[src/fprp_pkg.sv]
// Constants, types and helpers for the command block.
// Assumes a 125 MHz mclk and a host framing commands with chip select.
// Function
// Password read gives the stored password only before password mode.
// Password read sends 64 bits, low byte first, top bit first, on sck fall.
// Each further 64 clocks repeat the password.
// Password program needs the write enable latch set.
// Password program is ignored in password mode.
// Password program is opcode plus exactly 64 bits, else discarded.
// Password program runs timed, holds busy, flags error, clears the latch.
// Password unlock is opcode plus exactly 64 bits, else ignored.
// Unlock runs a timed check; mismatch sets error and keeps busy.
// Error and busy after mismatch stay until clear status or reset.
// A matching unlock sets the lock bit.
// Soft reset reloads volatile bits but keeps freeze and lock.
// Soft reset restores block protect only while freeze is zero.
// Reset runs on chip select rise, then stays busy for recovery.
// Reset after an unfinished power-up takes the full power-up time.
// Four-line mode takes the opcode in two clocks, high nibble first.
// Reset runs only directly after reset-arm.
// Legacy reset acts only while its configuration bit is one.
// Eight ones on line zero leave continuous read mode.
// Host sends mode exit after system reset and before soft reset.
// Deep power-down is taken only while idle.
// Deep power-down needs chip select rise right after bit eight.
// While powered down only release is recognised.
// Release returns to normal after the release interval.
// The reset pin also leaves deep power-down.
// Ignored commands leave the output undriven and change nothing.
// Soft reset leaves non-volatile configuration bits untouched.
package fprp_pkg;

    localparam int CLK_MHZ = 125;

    localparam logic [7:0] OP_PW_READ   = 8'he7;
    localparam logic [7:0] OP_PW_PROG   = 8'he8;
    localparam logic [7:0] OP_PW_UNLOCK = 8'he9;
    localparam logic [7:0] OP_WRITE_ENABLE_CMD      = 8'h06;
    localparam logic [7:0] OP_CLR_STAT  = 8'h30;
    localparam logic [7:0] OP_RST_ARM   = 8'h66;
    localparam logic [7:0] OP_RST       = 8'h99;
    localparam logic [7:0] OP_RST_OLD   = 8'hf0;
    localparam logic [7:0] OP_DPD       = 8'hb9;
    localparam logic [7:0] OP_RELEASE   = 8'hab;

    localparam logic [6:0] NB_OP    = 7'h08;
    localparam logic [6:0] NB_FRAME = 7'h48;
    localparam logic [6:0] NB_QUAD  = 7'h04;
    localparam logic [6:0] NB_ONE   = 7'h01;
    localparam logic [6:0] NB_MAX   = 7'h7f;
    localparam logic [6:0] NB_LAST1 = 7'h07;
    localparam logic [5:0] RD_ONE   = 6'h01;
    localparam int         TMR_W    = 24;
    localparam logic [TMR_W-1:0] TMR_ONE = 24'h000001;
    localparam logic [63:0] PW_ERASED = 64'hffffffffffffffff;

    localparam int T_PROG_NS  = 200000;
    localparam int T_CHECK_NS = 100000;
    localparam int T_RPH_NS   = 20000;
    localparam int T_PU_NS    = 300000;
    localparam int T_DPD_NS   = 3000;
    localparam int T_RES_NS   = 5000;

    // All times round down, never below one cycle.
    function automatic int fprp_cyc(input int ns);
        int c;
        c = (ns * CLK_MHZ) / 1000;
        return (c < 1) ? 1 : c;
    endfunction

    localparam int PROG_CYC  = fprp_cyc(T_PROG_NS);
    localparam int CHECK_CYC = fprp_cyc(T_CHECK_NS);
    localparam int RPH_CYC   = fprp_cyc(T_RPH_NS);
    localparam int PU_CYC    = fprp_cyc(T_PU_NS);
    localparam int DPD_CYC   = fprp_cyc(T_DPD_NS);
    localparam int RES_CYC   = fprp_cyc(T_RES_NS);

    // Password bit position for serial bit i: byte i/8, bit 7 - i%8.
    function automatic logic [5:0] fprp_pw_bit(input logic [5:0] i);
        return {i[5:3], ~i[2:0]};
    endfunction

    typedef struct packed {
        logic       cs_n;
        logic       sck;
        logic [3:0] io;
    } fprp_link_t;

    typedef struct packed {
        logic write_in_progress;
        logic write_enable_latch;
        logic program_error;
        logic sector_protect_lock;
    } fprp_status_t;

endpackage

[src/fprp_cmd.sv]
// Command interpreter for password, software reset, mode exit and deep power-down.
// Assumes asynchronous link pins and an mclk much faster than sck.
`timescale 1ns/1ps

module fprp_cmd #(
    parameter int PROG_CYC_P  = fprp_pkg::PROG_CYC,
    parameter int CHECK_CYC_P = fprp_pkg::CHECK_CYC,
    parameter int PU_CYC_P    = fprp_pkg::PU_CYC
) (
    input  wire logic                  mclk,
    input  wire logic                  rst,
    input  wire fprp_pkg::fprp_link_t  link_pins,
    output logic                       so_out,
    output logic                       so_oe,
    input  wire logic                  hw_reset_n,
    input  wire logic                  por_complete,
    input  wire logic                  four_line_command_mode,
    input  wire logic                  password_mode_n,
    input  wire logic                  prog_fault,
    input  wire logic                  freeze_set,
    input  wire logic                  lock_por_value,
    input  wire logic [2:0]            nv_block_protect,
    input  wire logic                  nv_legacy_reset_en,
    input  wire logic                  cont_read_enter,
    output fprp_pkg::fprp_status_t     status,
    output logic [2:0]                 block_protect,
    output logic                       legacy_reset_en,
    output logic                       freeze,
    output logic                       cont_read_mode,
    output logic                       busy,
    output logic                       powered_down
);
    import fprp_pkg::*;

    typedef enum logic [7:0] {
        S_IDLE  = 8'h01,
        S_PROG  = 8'h02,
        S_CHECK = 8'h04,
        S_FAIL  = 8'h08,
        S_RESET = 8'h10,
        S_ENTER = 8'h20,
        S_DPD   = 8'h40,
        S_WAKE  = 8'h80
    } fprp_state_t;

    // ****
    // Pin synchronisers
    // ****
    fprp_link_t  link_s1;
    fprp_link_t  link_s2;
    logic        hwr_s1;
    logic        hwr_s2;
    logic        sck_d;
    logic        cs_d;

    always_ff @(posedge mclk) begin
        if (rst) begin
            link_s1 <= '{cs_n: 1'b1, sck: 1'b0, io: 4'h0};
            link_s2 <= '{cs_n: 1'b1, sck: 1'b0, io: 4'h0};
            hwr_s1  <= 1'b1;
            hwr_s2  <= 1'b1;
            sck_d   <= 1'b0;
            cs_d    <= 1'b1;
        end else begin
            link_s1 <= link_pins;
            link_s2 <= link_s1;
            hwr_s1  <= hw_reset_n;
            hwr_s2  <= hwr_s1;
            sck_d   <= link_s2.sck;
            cs_d    <= link_s2.cs_n;
        end
    end

    logic cs_low;
    logic sck_rise;
    logic sck_fall;
    logic cs_rise;
    logic cs_fall;

    assign cs_low   = ~link_s2.cs_n;
    assign sck_rise = link_s2.sck & ~sck_d;
    assign sck_fall = ~link_s2.sck & sck_d;
    assign cs_rise  = link_s2.cs_n & ~cs_d;
    assign cs_fall  = ~link_s2.cs_n & cs_d;

    // ****
    // Command state
    // ****
    fprp_state_t      state, next_state;
    logic [TMR_W-1:0] tmr, next_tmr;
    logic [6:0]       nbits, next_nbits;
    logic [7:0]       opcode, next_opcode;
    logic [63:0]      pw_in, next_pw_in;
    logic [63:0]      pw_hold, next_pw_hold;
    logic [63:0]      pw_store, next_pw_store;
    logic             ones_ok, next_ones_ok;
    logic             rd_on, next_rd_on;
    logic [5:0]       rd_idx, next_rd_idx;
    logic             so, next_so;
    fprp_status_t     st, next_st;
    logic [2:0]       bp, next_bp;
    logic             cfg3, next_cfg3;
    logic             frz, next_frz;
    logic             arm, next_arm;
    logic             cont, next_cont;
    logic             load_nv, next_load_nv;

    always_comb begin
        logic [6:0] dofs;
        logic       n8;
        logic       n72;
        logic       do_sw;
        logic       done;
        dofs          = nbits - NB_OP;
        n8            = (nbits == NB_OP);
        n72           = (nbits == NB_FRAME);
        do_sw         = 1'b0;
        done          = (tmr == TMR_ONE);
        next_state    = state;
        next_tmr      = (tmr > TMR_ONE) ? tmr - TMR_ONE : tmr;
        next_nbits    = nbits;
        next_opcode   = opcode;
        next_pw_in    = pw_in;
        next_pw_hold  = pw_hold;
        next_pw_store = pw_store;
        next_ones_ok  = ones_ok;
        next_rd_on    = rd_on;
        next_rd_idx   = rd_idx;
        next_so       = so;
        next_st       = st;
        next_bp       = bp;
        next_cfg3     = cfg3;
        next_frz      = frz | freeze_set;
        next_arm      = arm;
        next_cont     = cont | cont_read_enter;
        next_load_nv  = 1'b0;

        // Serial shift-in and password read-out.
        if (cs_fall) begin
            next_nbits   = '0;
            next_ones_ok = 1'b1;
            next_rd_on   = 1'b0;
            next_rd_idx  = '0;
            next_so      = 1'b0;
        end else if (cs_low && sck_rise) begin
            next_ones_ok = ones_ok & link_s2.io[0];
            if (four_line_command_mode && !cont && nbits < NB_OP) begin
                next_opcode = {opcode[3:0], link_s2.io};
                next_nbits  = nbits + NB_QUAD;
            end else if (nbits < NB_OP) begin
                next_opcode = {opcode[6:0], link_s2.io[0]};
                next_nbits  = nbits + NB_ONE;
            end else begin
                if (nbits < NB_FRAME) begin
                    next_pw_in[fprp_pw_bit(dofs[5:0])] = link_s2.io[0];
                end
                next_nbits = (nbits == NB_MAX) ? nbits : nbits + NB_ONE;
            end
            if (cont && nbits == NB_LAST1 && ones_ok && link_s2.io[0]) begin
                next_cont = cont_read_enter;
            end
        end
        if (cs_low && !rd_on && n8 && opcode == OP_PW_READ && state == S_IDLE && !cont) begin
            next_rd_on = 1'b1;
        end
        if (rd_on && cs_low && sck_fall) begin
            next_so     = password_mode_n ? pw_store[fprp_pw_bit(rd_idx)] : 1'b0;
            next_rd_idx = rd_idx + RD_ONE;
        end
        if (cs_rise) begin
            next_rd_on = 1'b0;
        end

        // Frame end decode and timed operations.
        case (state)
            S_IDLE, S_FAIL: begin
                if (cs_rise && !cont && nbits >= NB_OP) begin
                    next_arm = n8 && opcode == OP_RST_ARM;
                    if (n8 && ((opcode == OP_RST && arm) || (opcode == OP_RST_OLD && cfg3))) begin
                        do_sw = 1'b1;
                    end else if (n8 && opcode == OP_CLR_STAT) begin
                        next_st.program_error     = 1'b0;
                        next_st.write_in_progress = 1'b0;
                        next_state                = S_IDLE;
                    end else if (state == S_IDLE) begin
                        if (n8 && opcode == OP_WRITE_ENABLE_CMD) begin
                            next_st.write_enable_latch = 1'b1;
                        end else if (n72 && opcode == OP_PW_PROG && st.write_enable_latch
                                     && password_mode_n) begin
                            next_pw_hold              = pw_in;
                            next_st.write_in_progress = 1'b1;
                            next_tmr                  = TMR_W'(PROG_CYC_P);
                            next_state                = S_PROG;
                        end else if (n72 && opcode == OP_PW_UNLOCK) begin
                            next_pw_hold              = pw_in;
                            next_st.write_in_progress = 1'b1;
                            next_tmr                  = TMR_W'(CHECK_CYC_P);
                            next_state                = S_CHECK;
                        end else if (n8 && opcode == OP_DPD && !st.write_in_progress) begin
                            next_tmr   = TMR_W'(DPD_CYC);
                            next_state = S_ENTER;
                        end
                    end
                end
            end
            S_PROG: begin
                if (done) begin
                    next_pw_store              = pw_hold;
                    next_st.program_error      = prog_fault;
                    next_st.write_in_progress  = 1'b0;
                    next_st.write_enable_latch = 1'b0;
                    next_state                 = S_IDLE;
                end
            end
            S_CHECK: begin
                if (done) begin
                    if (pw_hold == pw_store) begin
                        next_st.sector_protect_lock = 1'b1;
                        next_st.write_in_progress   = 1'b0;
                        next_state                  = S_IDLE;
                    end else begin
                        next_st.program_error = 1'b1;
                        next_state            = S_FAIL;
                    end
                end
            end
            S_DPD: begin
                if (cs_rise && n8 && opcode == OP_RELEASE) begin
                    next_tmr   = TMR_W'(RES_CYC);
                    next_state = S_WAKE;
                end
            end
            S_RESET, S_WAKE: begin
                if (done) begin
                    next_state = S_IDLE;
                end
            end
            S_ENTER: begin
                if (done) begin
                    next_state = S_DPD;
                end
            end
            default: begin
                next_state = S_IDLE;
            end
        endcase

        // Software reset keeps freeze, lock and all non-volatile bits.
        if (do_sw) begin
            next_st.write_in_progress  = 1'b0;
            next_st.write_enable_latch = 1'b0;
            next_st.program_error      = 1'b0;
            next_arm                   = 1'b0;
            next_cont                  = 1'b0;
            next_cfg3                  = nv_legacy_reset_en;
            if (!frz) begin
                next_bp = nv_block_protect;
            end
            next_tmr   = por_complete ? TMR_W'(RPH_CYC) : TMR_W'(PU_CYC_P);
            next_state = S_RESET;
        end

        // Power-on load and reset pin restart state, status and volatile bits, including power-down; the stored password is kept.
        if (load_nv || !hwr_s2) begin
            next_state = S_IDLE;
            next_tmr   = TMR_ONE;
            next_st    = '{write_in_progress: 1'b0, write_enable_latch: 1'b0,
                           program_error: 1'b0, sector_protect_lock: lock_por_value};
            next_bp    = nv_block_protect;
            next_cfg3  = nv_legacy_reset_en;
            next_frz   = 1'b0;
            next_arm   = 1'b0;
            next_cont  = 1'b0;
            next_rd_on = 1'b0;
        end
    end

    always_ff @(posedge mclk) begin
        if (rst) begin
            state    <= S_IDLE;
            tmr      <= TMR_ONE;
            nbits    <= '0;
            opcode   <= '0;
            pw_in    <= '0;
            pw_hold  <= '0;
            pw_store <= PW_ERASED;
            ones_ok  <= 1'b0;
            rd_on    <= 1'b0;
            rd_idx   <= '0;
            so       <= 1'b0;
            st       <= '0;
            bp       <= '0;
            cfg3     <= 1'b0;
            frz      <= 1'b0;
            arm      <= 1'b0;
            cont     <= 1'b0;
            load_nv  <= 1'b1;
        end else begin
            state    <= next_state;
            tmr      <= next_tmr;
            nbits    <= next_nbits;
            opcode   <= next_opcode;
            pw_in    <= next_pw_in;
            pw_hold  <= next_pw_hold;
            pw_store <= next_pw_store;
            ones_ok  <= next_ones_ok;
            rd_on    <= next_rd_on;
            rd_idx   <= next_rd_idx;
            so       <= next_so;
            st       <= next_st;
            bp       <= next_bp;
            cfg3     <= next_cfg3;
            frz      <= next_frz;
            arm      <= next_arm;
            cont     <= next_cont;
            load_nv  <= next_load_nv;
        end
    end

    // ****
    // Outputs
    // ****
    assign so_out          = so;
    assign so_oe           = rd_on & cs_low;
    assign status          = st;
    assign block_protect   = bp;
    assign legacy_reset_en = cfg3;
    assign freeze          = frz;
    assign cont_read_mode  = cont;
    assign busy            = (state != S_IDLE) && (state != S_DPD);
    assign powered_down    = (state == S_DPD);

endmodule // fprp_cmd

[config.mk]
export PLATFORM = sky130hd
export DESIGN_NAME = fprp_cmd
export DESIGN_NICKNAME = d
export VERILOG_FILES = /design/src/fprp_pkg.sv /design/src/fprp_cmd.sv
export SDC_FILE = /design/constraint.sdc
export NUM_CORES = 1
export LEC_CHECK = 0
export ABC_CLOCK_PERIOD_IN_PS = 3100
export BUFFER_PORTS_ARGS = -buffer_cell sky130_fd_sc_hd__buf_2
export CELL_PAD_IN_SITES_DETAIL_PLACEMENT = 2
export CELL_PAD_IN_SITES_GLOBAL_PLACEMENT = 2
export CORE_ASPECT_RATIO = 1.2
export CORE_UTILIZATION = 40
export CTS_BUF_LIST = sky130_fd_sc_hd__clkbuf_8
export CTS_CLUSTER_DIAMETER = 60
export DETAILED_ROUTE_END_ITERATION = 8
export PLACE_DENSITY_LB_ADDON = 0.2
export RECOVER_POWER = 100
export SLEW_MARGIN = 20
export SYNTH_ARGS = -nofsm -noshare
export SYNTH_HDL_FRONTEND = slang
export SYNTH_SLANG_ARGS = --single-unit
export TNS_END_PERCENT = 1
[constraint.sdc]
create_clock -name mclk -period 3.1 [get_ports mclk]
set_input_delay 0.31 -clock mclk [delete_from_list [all_inputs] [get_ports mclk]]
set_output_delay 0.31 -clock mclk [all_outputs]
set_load 0.02 [all_outputs]
==> summary.md, run 1 <==
For the core area, the log shows 31300 um2. The type of the most critical hold path was in -> reg. 0 antenna diodes ended up in the layout. Detailed-route via count: 11266. The run gives 341 MHz as the top achievable clock speed. The logs give 0 for the antenna violation net count after detailed routing and 502 for the violation count after the first detailed-route iteration.

The most common cell after layout, fill and taps aside was sky130_fd_sc_hd__nand2_1. The flow ran to the end, and the final reports show no timing, DRC or antenna violations. The final layout contains routed wiring with a total length of 43.5 mm. The die is 165 um wide.

The pre-antenna-repair detailed-routing pass consisted of 5 iterations. For the last weighted congestion value of the routability-driven placer, the log shows 0.902. The most used flip-flop cell after synthesis is sky130_fd_sc_hd__dfxtp_1. The number of enable flip-flop cells after synthesis was 0. The run gives 68.9 mm as the wire length of the first global-routing pass. The signal on the critical path passes through inv_1 -> ha_1 -> and3b_1 -> and2_1 -> a32oi_1 -> o21bai_1 -> nand4_2 -> clkbuf_1 -> a21oi_1 -> a311o_1.

Maximum single-stage delay on the critical path: 0.45 ns. The share of final-layout standard cells stronger than drive strength 1 was 9.97%; the final critical-path required period was 2.93 ns. The number of global-route vias before repair came out at 12380. TritonCTS built the clock tree. Maximum fanout along the worst path: 7.

For this run, design rule violations remaining after detail routing come to 0. The static leakage power is 0.00511 uW. The die footprint was 32500 um2. Once the clock tree was built, the resizer swapped 0 gates to a different size.

The area added between synthesis and finish came out at 12.6%. The tree is rooted in a sky130_fd_sc_hd__clkbuf_8. Headroom to the max-slew limit came out at 4.01%. For the number of max-slew violations in the final report, the log shows 0. The met2 wirelength from detailed routing is 23.3 mm, and the share of flip-flops with an asynchronous set or reset after synthesis is 0%. The run gives 0 as the number of antenna violations at the first check in global routing. The highest layer used for signal routing is met4.

The worst-case IR drop observed on VDD is 0.000426 V. STA classifies the critical path endpoint as a register. At the worst endpoint, the required time is 3.58 ns.

The initial cell density of the core came out at 40.6%. The number of failing setup endpoints in the final timing report is 0, and the ratio of final minimum period to clock period is 94.5%. Buffers inserted during clock tree synthesis total 48.

In the final routed layout, each cell accounts on average for 21.7 um. The number of distinct standard cells referenced by the synthesized netlist was 68. Sequential elements use 43.5% of the synthesized area. The floorplan has 71 rows.

For this run, the post-layout net count is 1606. The run gives 34 as the number of I/O pins. Adding up every negative setup slack in the final design gives 0 ns. Data on the critical path arrives at its endpoint at 3.41 ns. The number of sinks on the clock net was 276; the overall die height was 197 um.

Global routing consumed, over all layers together, 27.5% of the routing resources. Max-cap violations in this run came to 0. Power spread over the standard cell area amounts to 565 nW/um2. The top cell types in the final layout, fill and taps aside, are 344 x sky130_fd_sc_hd__nand2_1, 275 x sky130_fd_sc_hd__dfxtp_1, 177 x sky130_fd_sc_hd__nor2_1.

In the final routing, the length of wire on met1 measures 17.7 mm. Dividing the detail-routed via count by the number of cells gives 5.62. The run gives 1566 as the number of nets in the synthesized netlist.

The count of endpoints failing hold in the final timing report is 0, and the instance count of the mapped netlist is 1535. The cell area after synthesis is 12700 um2, and the number of port buffers is 33. The tools report the kind of start point of the critical path as a register. The slowest stage of the critical path is the sky130_fd_sc_hd__a32oi_1 cell.

The flip-flop and latch count after synthesis is 276. For the detailed-routed wire length on met3, the log shows 1.16 mm. For the worst-skew pair, the clock arrives at the later sink with an insertion delay of 0.59 ns. In this run the number of H-tree levels came out at 2.

The critical path contains buffers and inverters numbering 2 combined. The placed instances occupy a cell area of 13300 um2. Detailed placement finished with a half-perimeter wire length of 28.5 mm.

The run gives 0.0183 ns as the setup clock skew after layout. The type of the worst setup path was reg -> reg. Clock-pin slew was measured on the worst setup and hold paths at 0.06 ns. Setup repair after global routing left no endpoint under its margin. Yosys printed 0 warnings.

The logs give 3 for the number of buffers on the longest clock path and 0 for the final global-route overflow total. The average size of a mapped cell works out to 8.28 um2. In this design, the largest share of critical-path delay is due to compound AO/OA/AOI/OAI gates. Entering global routing, the biggest net connects 204 pins. For the final instance area, the log shows 14300 um2. For the pin with the worst max-slew slack, the measured transition is 1.44 ns.
==> kinds of logic after synthesis <==
family | share of synthesized area, %
xor+xnor | 6.41
mux | 6.77
buf+inv | 3.66
compound gates | 9.56
flops | 43.5
simple gates | 29.0
fa+ha+maj | 1.08
==> Yosys cell counts (3+ instances only) <==
cell,instances,area (um2)
sky130_fd_sc_hd__nand2_1,344,1290
sky130_fd_sc_hd__dfxtp_1,276,5530
sky130_fd_sc_hd__nor2_1,178,668
sky130_fd_sc_hd__a21oi_1,124,621
sky130_fd_sc_hd__nand3b_1,71,533
sky130_fd_sc_hd__xor2_1,70,613
sky130_fd_sc_hd__clkbuf_1,67,251
sky130_fd_sc_hd__o21ai_0,42,210
sky130_fd_sc_hd__mux2i_1,41,410
sky130_fd_sc_hd__nand3_1,29,145
sky130_fd_sc_hd__nor4_1,28,175
sky130_fd_sc_hd__xnor2_1,23,201
sky130_fd_sc_hd__mux4_2,20,450
sky130_fd_sc_hd__nor2b_1,20,125
sky130_fd_sc_hd__nor3_1,15,75.1
sky130_fd_sc_hd__or3_1,13,81.3
sky130_fd_sc_hd__buf_2,12,60.1
sky130_fd_sc_hd__inv_1,12,45.0
sky130_fd_sc_hd__ha_1,11,138
sky130_fd_sc_hd__nand2b_1,10,62.6
sky130_fd_sc_hd__nand4_1,10,62.6
sky130_fd_sc_hd__buf_1,9,33.8
sky130_fd_sc_hd__a311oi_1,8,70.1
sky130_fd_sc_hd__or2_2,8,50.1
sky130_fd_sc_hd__and3_1,7,43.8
sky130_fd_sc_hd__a31oi_1,6,37.5
sky130_fd_sc_hd__buf_6,6,67.6
sky130_fd_sc_hd__a211oi_1,5,37.5
sky130_fd_sc_hd__nor4b_1,5,43.8
sky130_fd_sc_hd__o21bai_1,4,30.0
sky130_fd_sc_hd__and2_1,3,18.8
sky130_fd_sc_hd__nand4b_1,3,26.3
sky130_fd_sc_hd__nor3b_1,3,22.5
sky130_fd_sc_hd__o21a_1,3,22.5
sky130_fd_sc_hd__or2_1,3,18.8
==> metrics by stage <==
stage,power (uW),utilization (%),hold slack [ns],instances,worst slack (ns)
global route,8460,45.8,0.100,2006,0.00747
finish,8080,45.8,0.0775,2006,0.171
global placement,4840,42.6,0.401,1911,0.351
detailed placement,4870,42.6,0.405,1911,0.223
floorplan,4470,-,0.338,1535,0.734
CTS,8240,46.1,0.0433,2006,0.220
==> state kept, by name (all words and copies together), names as in the netlist, 3 cells and up <==
signal / cells
nbits: 7
block_protect: 3
rd_idx: 6
pw_hold: 64
status: 4
state: 8
pw_store: 64
pw_in: 64
link_s1: 6
link_s2: 6
tmr: 24
opcode: 8
==> final timing paths <==
| check | slack (ns) | start | to | cells after the start |
|---|---|---|---|---|
| hold / removal | 0.08 | lock_por_value | status[0]$_SDFFE_PP0P_ | 4 |
| setup / recovery | 0.17 | nbits[1]$_SDFFE_PP0P_ | state[0]$_SDFFE_PP1P_ | 10 |
| setup reg to reg | 0.17 | nbits[1]$_SDFFE_PP0P_ | state[0]$_SDFFE_PP1P_ | 10 |
| hold reg to reg | 0.42 | hwr_s1$_SDFF_PP1_ | hwr_s2$_SDFF_PP1_ | 1 |
==> final cells by class <==
| type | count | area [um2] |
|---|---|---|
| fill | 3545 | 17000 |
| multi-input combinational | 1152 | 6720 |
| sequential | 276 | 5530 |
| clock buffer | 63 | 867 |
| timing repair buffer | 85 | 586 |
| tap | 401 | 502 |
| clock inverter | 17 | 65.1 |
| inverter | 12 | 45.0 |
==> power by group <==
part / switching (uW) / internal (uW)
clock network: 1530 / 1790
registers: 64.5 / 3610
logic: 656 / 421
==> tightest hold or removal path: stages <==
cell and delay, ns:
sky130_fd_sc_hd__buf_2 0.08, sky130_fd_sc_hd__nor2_1 0.04, sky130_fd_sc_hd__nor2_1 0.08, sky130_fd_sc_hd__o31a_1 0.13
==> timing repair <==
action                                 4_1_cts  5_1_grt
hold buffers                                15        0
setup endpoints to repair                    0        0
endpoints found under the hold margin       15        0
setup buffers                                0        0
==> per-layer routing <==
layer | vias up | GRT usage [%]
met3 | 90 | 3.55
li1 | 5275 | -
met1 | 5750 | 30.7
met2 | 151 | 52.6
met4 | 0 | 8.77
met5 | - | 0
(Power assumes the default switching activity.)
==> inputs of run 2 (changes only) <==
RECOVER_POWER = default   (was 100)
==> run 2 against run 1 <==
Effect of this change:
- fmax increased by 0.38%
- register-to-register slack about the same
- largest power group unchanged
- sequential power barely moved
- clock-buffer cell count stayed put
- first-iteration DRC count rose by 9.0%
- via count rose by 0.26%
- design area increased by 0.62%
- non-clock buffer count is the same
- final cell count unchanged
- combinational power increased by 5%
- routed wire length down 0.30%
- clock skew grew 0.00080 ns
==> summary.md, run 2 (same netlist as run 1, synthesis figures left out) <==
In the layout the commonest cells are 344 x sky130_fd_sc_hd__nand2_1, 275 x sky130_fd_sc_hd__dfxtp_1, 177 x sky130_fd_sc_hd__nor2_1. The deepest level of the CTS H-tree is 2 (unchanged), and the static leakage power is 0.00521 uW (+2.1%). The global-route total usage across every layer was 27.5% (unchanged); the count of endpoints failing hold in the final timing report was 0 (unchanged). For the maximum number of pins on one net before global-route repair, the log shows 204 (unchanged). The cell family with the largest share of critical-path delay was simple AND/OR/NAND/NOR gates.

Ratio of final minimum period to clock period: 94.1% (-0.36 points). The first-pass iteration count of the detailed router was 5 (unchanged). The startpoint identified for the worst hold timing path is lock_por_value. The number of gates resized after CTS is 0 (unchanged).

The overall die height is 197 um (unchanged). The number of rows created at floorplan was 71 (unchanged). STA classifies the critical path startpoint as a register.

The antenna violation net count after detailed routing was 0 (unchanged). The run finished with clean final reports. The maximum fanout along the worst path is 11 (+4). The setup slack of the critical path after layout came out at 0.182 ns (+0.0112 ns). The net count reported at finish is 1606 (unchanged), and the clock-pin slew reported for the worst setup and hold paths after clock tree synthesis is 0.06 ns (about the same). The hold path depth works out to 4 (unchanged). The tools report the number of buffers on the longest clock path as 3 (unchanged). The number of port buffers is 33 (unchanged), and the measured slew at the worst slew-check pin is 1.05 ns (-0.386 ns). The via count normalized by instance count came out at 5.63 (+0.26%).

The endpoint of the worst hold-timing path is status[0]$_SDFFE_PP0P_. The core area was 31300 um2 (unchanged). The last weighted congestion value of the routability-driven placer was 0.902 (unchanged). The area added between synthesis and finish came out at 13.3%. The run gives 0.18 ns (about the same) as the register-to-register path setup slack. The largest registers in the layout are pw_hold (64), pw_in (64), pw_store (64). The setup clock skew after layout is 0.0191 ns (+0.000805 ns). In this run the clock root is driven by a sky130_fd_sc_hd__clkbuf_8. Maximum single-stage delay on the critical path: 0.48 ns (+0.03 ns). The library cell contributing the largest single delay on the critical path is sky130_fd_sc_hd__or4_4.

The type of the most critical hold path is in -> reg. Critical path capture point type: a register. The routed length per placed instance was 21.6 um (-0.30%); the worst path arrival time was 3.38 ns (-0.03 ns). The initial cell density of the core is 40.6% (unchanged), and the total routed wirelength is 43.4 mm (-0.30%). The detailed-route via count was 11295 (+0.26%). Setup repair after global routing left no endpoint under its margin.

The run gives 0 (unchanged) as the number of antenna diodes. The number of global-route vias before repair came out at 12380 (unchanged). The logs give 8130 uW (+0.61%) for the post-route total power and 3.56 ns (-0.02 ns) for the critical path required time. Worst-case reg-to-reg path depth: 9 (-1).

Traced cell by cell, the critical path runs through inv_1 -> ha_1 -> and3b_1 -> and2_1 -> a31o_2 -> or4_4 -> nor2_1 -> or3_1 -> o21ai_1. The number of I/O pins is 34 (unchanged). Final setup TNS: 0 ns (unchanged).

The share of final-layout standard cells stronger than drive strength 1 was 11.3% (+1.4 points). The number of sinks on the clock net was 276 (unchanged); the violation count after the first detailed-route iteration was 547 (+9.0%). TritonCTS built the clock tree. The total CTS buffers is 48 (unchanged), and the wire length of the first global-routing pass is 68.9 mm (unchanged). The number of maximum-capacitance constraint violations was 0 (unchanged); the top achievable clock speed was 343 MHz (+0.38%). Die footprint: 32500 um2 (unchanged). The startpoint identified for the worst register-to-register timing path is nbits[1]$_SDFFE_PP0P_. Final global-route overflow total: 0 (unchanged). Most common cell after layout, fill and taps aside: sky130_fd_sc_hd__nand2_1. The worst slack after detailed placement was 0.223 ns (unchanged); the overall die width was 165 um (unchanged). The number of max-slew violations in the final report was 0 (unchanged); the final critical-path required period was 2.92 ns (-0.0112 ns). The endpoint identified for the worst register-to-register timing path is tmr[11]$_SDFF_PP0_. The tightest slew margin relative to the limit is 29.8% (+26 points), and the latest clock arrival within the worst-skew pair is 0.59 ns (about the same).

The power per unit of standard cell area came out at 564 nW/um2 (about the same). The worst voltage drop across the vdd grid was 0.000460 V (+8.1%). For the post-detailed-route DRC marker count, the log shows 0 (unchanged). For the number of failing setup endpoints in the final timing report, the log shows 0 (unchanged). Buffer and inverter count on the worst path: 1 (-1). The detailed placement HPWL was 28.5 mm (unchanged). The setup path with the least slack is of type reg -> reg. The number of antenna violations at the first check in global routing is 0 (unchanged).
-- run 2: how the worst max path moves through the flow --
stage | from | to | slack [ns] | cells after the start
after floorplan | nbits[2]$_SDFFE_PP0P_ | pw_hold[2]$_SDFFE_PP0P_ | 0.73 | 11
after global placement | nbits[1]$_SDFFE_PP0P_ | tmr[11]$_SDFF_PP0_ | 0.35 | 9
after detailed placement | nbits[1]$_SDFFE_PP0P_ | tmr[11]$_SDFF_PP0_ | 0.22 | 9
after CTS | nbits[1]$_SDFFE_PP0P_ | tmr[11]$_SDFF_PP0_ | 0.22 | 9
after global routing | nbits[1]$_SDFFE_PP0P_ | tmr[11]$_SDFF_PP0_ | 0.007 | 9
final | nbits[1]$_SDFFE_PP0P_ | tmr[11]$_SDFF_PP0_ | 0.18 | 9
-- run 2: layout make-up --
type	instances	area, um2
fill	3519	16900
clock inverter	17	65.1
multi-input combinational	1152	6730
timing repair buffer	85	662
clock buffer	63	867
tap	401	502
inverter	12	45.0
sequential	276	5530
-- run 2: where the power goes --
part           internal, uW  leakage, uW  total (uW)  switching, uW
combinational           469      0.00244        1130            657
sequential             3610      0.00223        3680           65.7
clock                  1790     0.000542        3320           1530
-- run 2: routing by layer --
layer  wire length (um)  vias to the layer above  track usage (%)
met5                  0                        -                0
met2              23400                      153             52.6
met4               1220                        0             8.77
li1                   -                     5282                -
met1              17600                     5770             30.7
met3               1190                       90             3.55
-- run 2: through the flow --
step | hold WS [ns] | std cells | util, % | cell area [um2]
floorplan | 0.338 | 1535 | - | 12700
global placement | 0.401 | 1911 | 42.6 | 13300
detailed placement | 0.405 | 1911 | 42.6 | 13300
CTS | 0.0433 | 2006 | 46.1 | 14400
global route | 0.100 | 2006 | 46.1 | 14400
finish | 0.0769 | 2006 | 46.1 | 14400
-- run 2: worst min-delay path: cells and delay by family --
family	cells	cell delay, ns
buf+inv	1	0.08
compound gates	1	0.13
simple gates	2	0.11
-- run 2: timing repair --
| item | CTS | global route |
|---|---|---|
| hold endpoints to repair | 15 | 0 |
| setup buffers | 0 | 0 |
| hold buffers | 15 | 0 |
| endpoints found under the setup margin | 0 | 0 |
==> inputs of run 3 (changes only) <==
BUFFER_PORTS_ARGS = -buffer_cell sky130_fd_sc_hd__buf_4   (was -buffer_cell sky130_fd_sc_hd__buf_2)
==> run 3 against run 2 <==
Effect of this change:
- routed wire length rose by 1.5%
- sequential power barely moved
- flip-flop and latch count did not move
- fmax barely moved
- die area did not move
- largest power group unchanged
==> summary.md, run 3 (same netlist as run 1, synthesis figures left out) <==
The run finished with clean final reports. The maximum fanout along the worst path is 16 (+5). The register-to-register path setup slack came out at 0.18 ns (about the same). The initial cell density of the core came out at 40.6% (unchanged). The number of fill cells in the layout is 3510 (-0.26%), and the worst-case reg-to-reg path depth is 8 (-1). The number of antenna violations at the first check in global routing was 0 (unchanged). The run gives 27.7% (+0.24 points) as the global-route total usage across every layer. The count of endpoints failing hold in the final timing report is 0 (unchanged), and the routed length per placed instance is 22.0 um (+1.6%).

Setup repair after global routing left no endpoint under its margin. The worst voltage drop across the vdd grid was 0.000344 V (-25%). The share of final-layout standard cells stronger than drive strength 1 is 11.8% (+0.45 points), and the core occupancy in the finished layout is 46.4% (+0.31 points).

The logs give 12501 (+0.98%) for the number of global-route vias before repair and 0.60 ns (about the same) for the latest clock arrival within the worst-skew pair. The final critical-path required period came out at 2.92 ns (+0.00111 ns). TritonCTS built the clock tree. For the wire length of the first global-routing pass, the log shows 69.2 mm (+0.50%).

The top cell types in the final layout, fill and taps aside, are 344 x sky130_fd_sc_hd__nand2_1, 275 x sky130_fd_sc_hd__dfxtp_1, 177 x sky130_fd_sc_hd__nor2_1. Net count reported at finish: 1604 (-0.12%). The top achievable clock speed was 343 MHz (about the same); the clock-pin slew reported for the worst setup and hold paths after clock tree synthesis was 0.06 ns (about the same). Number of port buffers: 33 (unchanged). For the detailed-route via count, the log shows 11346 (+0.45%). The via count normalized by instance count works out to 5.66 (+0.55%). By startpoint and endpoint, the worst setup path is classified as reg -> reg. The power per unit of standard cell area was 568 nW/um2 (+0.68%); the post-detailed-route DRC marker count was 0 (unchanged). The number of antenna diodes was 0 (unchanged); the setup clock skew after layout was 0.0307 ns (+0.0115 ns). The min-delay analysis places its worst path in the category in -> reg. The startpoint identified for the worst hold timing path is rst. The total routed wirelength came out at 44.0 mm (+1.5%).

The run gives 3 (unchanged) as the number of buffers on the longest clock path. For the number of maximum-capacitance constraint violations, the log shows 0 (unchanged). For the last weighted congestion value of the routability-driven placer, the log shows 0.907 (+0.60%).

The tools report the number of max-slew violations in the final report as 0 (unchanged). The library cell used most frequently in the layout, excluding fill and tap cells, is sky130_fd_sc_hd__nand2_1. Clock tree synthesis selected as its root buffer the cell sky130_fd_sc_hd__clkbuf_8. The hold path depth was 1 (-3); the core area was 31300 um2 (unchanged).

The worst register-to-register path ends at pw_in[18]$_SDFFE_PP0P_. The area occupied by multi-input gates came out at 6740 um2 (+0.15%). Number of failing setup endpoints in the final timing report: 0 (unchanged).

The worst path arrival time came out at 3.34 ns (-0.04 ns). The static leakage power is 0.00522 uW (+0.13%). For the final setup TNS, the log shows 0 ns (unchanged). The post-CTS setup-driven buffer insertion count is 0 (unchanged), and the number of sinks on the clock net is 276 (unchanged). For the setup slack of the critical path after layout, the log shows 0.181 ns (-0.00111 ns). In the final layout, the registers with the most flip-flops are pw_hold (64), pw_in (64), pw_store (64). The number of rows created at floorplan is 71 (unchanged), and the deepest level of the CTS H-tree is 2 (unchanged). Compared with the post-synthesis result, the final layout area differs by 14.1%. For the first-pass iteration count of the detailed router, the log shows 4 (-1).

The overall die height is 197 um (unchanged). The tools report the kind of start point of the critical path as a register. The tightest slew margin relative to the limit is 33.1% (+3.4 points). For the worst slack after detailed placement, the log shows 0.177 ns (-0.0464 ns).

The overall die width was 165 um (unchanged). The final global-route overflow total came out at 0 (unchanged). For the storage element area, the log shows 5530 um2 (unchanged).

The measured slew at the worst slew-check pin came out at 1.00 ns (-0.0507 ns). The beginning of the worst register-to-register path is nbits[3]$_SDFFE_PP0P_. The violation count after the first detailed-route iteration was 474 (-13%); the die footprint was 32500 um2 (unchanged).

The number of I/O pins came out at 34 (unchanged). The endpoint of the worst hold-timing path was load_nv$_DFF_P_. The total CTS buffers was 48 (unchanged); the maximum number of pins on one net before global-route repair was 102 (-50%). The ratio of final minimum period to clock period works out to 94.2% (about the same). STA classifies the critical path endpoint as a register.

The critical path required time was 3.52 ns (-0.04 ns). For the antenna violation net count after detailed routing, the log shows 0 (unchanged). The detailed placement HPWL is 29.0 mm (+1.5%).
==> run 3: cell types whose count changed in the layout (fill, tap and decap cells not counted), moves of 2 or more <==
cell                       previous run  this run
sky130_fd_sc_hd__buf_12               5         3
sky130_fd_sc_hd__buf_2               32         0
sky130_fd_sc_hd__buf_4               32        65
sky130_fd_sc_hd__clkbuf_8            63        65
sky130_fd_sc_hd__clkinv_2             1         4
sky130_fd_sc_hd__inv_1               28        22
==> run 3: power by group <==
group / total [uW] / internal [uW] / switching [uW] / leakage (uW)
clock network: 3490 / 1930 / 1560 / 0.000550
registers: 3680 / 3610 / 70.3 / 0.00223
logic: 1070 / 430 / 638 / 0.00244
==> run 3: stage by stage <==
| stage | std cells | hold WS (ns) | instance area [um2] | power (uW) |
|---|---|---|---|---|
| after floorplan | 1535 | 0.338 | 12700 | 4470 |
| after global placement | 1910 | 0.399 | 13400 | 4770 |
| after detailed placement | 1910 | 0.417 | 13400 | 4820 |
| after CTS | 2004 | 0.0614 | 14500 | 8330 |
| after global routing | 2004 | 0.0919 | 14500 | 8570 |
| final | 2004 | 0.0872 | 14500 | 8240 |
==> run 3: worst max path at each step <==
| stage | start | end | slack [ns] | cells after the start |
|---|---|---|---|---|
| after detailed placement | nbits[3]$_SDFFE_PP0P_ | pw_in[27]$_SDFFE_PP0P_ | 0.18 | 10 |
| final | nbits[3]$_SDFFE_PP0P_ | pw_in[18]$_SDFFE_PP0P_ | 0.18 | 8 |
| after global placement | nbits[3]$_SDFFE_PP0P_ | state[6]$_SDFFE_PP0P_ | 0.37 | 9 |
| after CTS | nbits[3]$_SDFFE_PP0P_ | pw_in[27]$_SDFFE_PP0P_ | 0.14 | 10 |
| after floorplan | nbits[2]$_SDFFE_PP0P_ | pw_hold[2]$_SDFFE_PP0P_ | 0.73 | 11 |
| after global routing | nbits[3]$_SDFFE_PP0P_ | pw_in[30]$_SDFFE_PP0P_ | 0.04 | 8 |
==> run 3: area by class of cell <==
type	count	share of cell area (%)
inverter	12	0.311
sequential	276	38.1
clock inverter	15	0.604
multi-input combinational	1152	46.5
tap	401	3.46
clock buffer	65	6.17
timing repair buffer	83	4.82
==> run 3: what timing repair did <==
item,CTS,global route
endpoints found under the setup margin,0,4
hold buffers,14,0
gates resized for setup,0,2
endpoints found under the hold margin,14,0
==> run 3: metal layers <==
layer | routed length [um] | global-route usage [%]
met4 | 2090 | 14.0
met5 | 0 | 0
met3 | 1300 | 3.70
met2 | 22900 | 51.8
met1 | 17700 | 30.0
==> run 3: critical path, stage by stage, from the launching register on <==
cell                       delay (ns)
sky130_fd_sc_hd__dfxtp_1         0.56
sky130_fd_sc_hd__inv_1           0.16
sky130_fd_sc_hd__ha_1            0.34
sky130_fd_sc_hd__nand2b_1        0.13
sky130_fd_sc_hd__xnor2_1         0.11
sky130_fd_sc_hd__or3_1           0.39
sky130_fd_sc_hd__or3_1           0.62
sky130_fd_sc_hd__o21ai_0         0.33
sky130_fd_sc_hd__a21oi_1         0.10
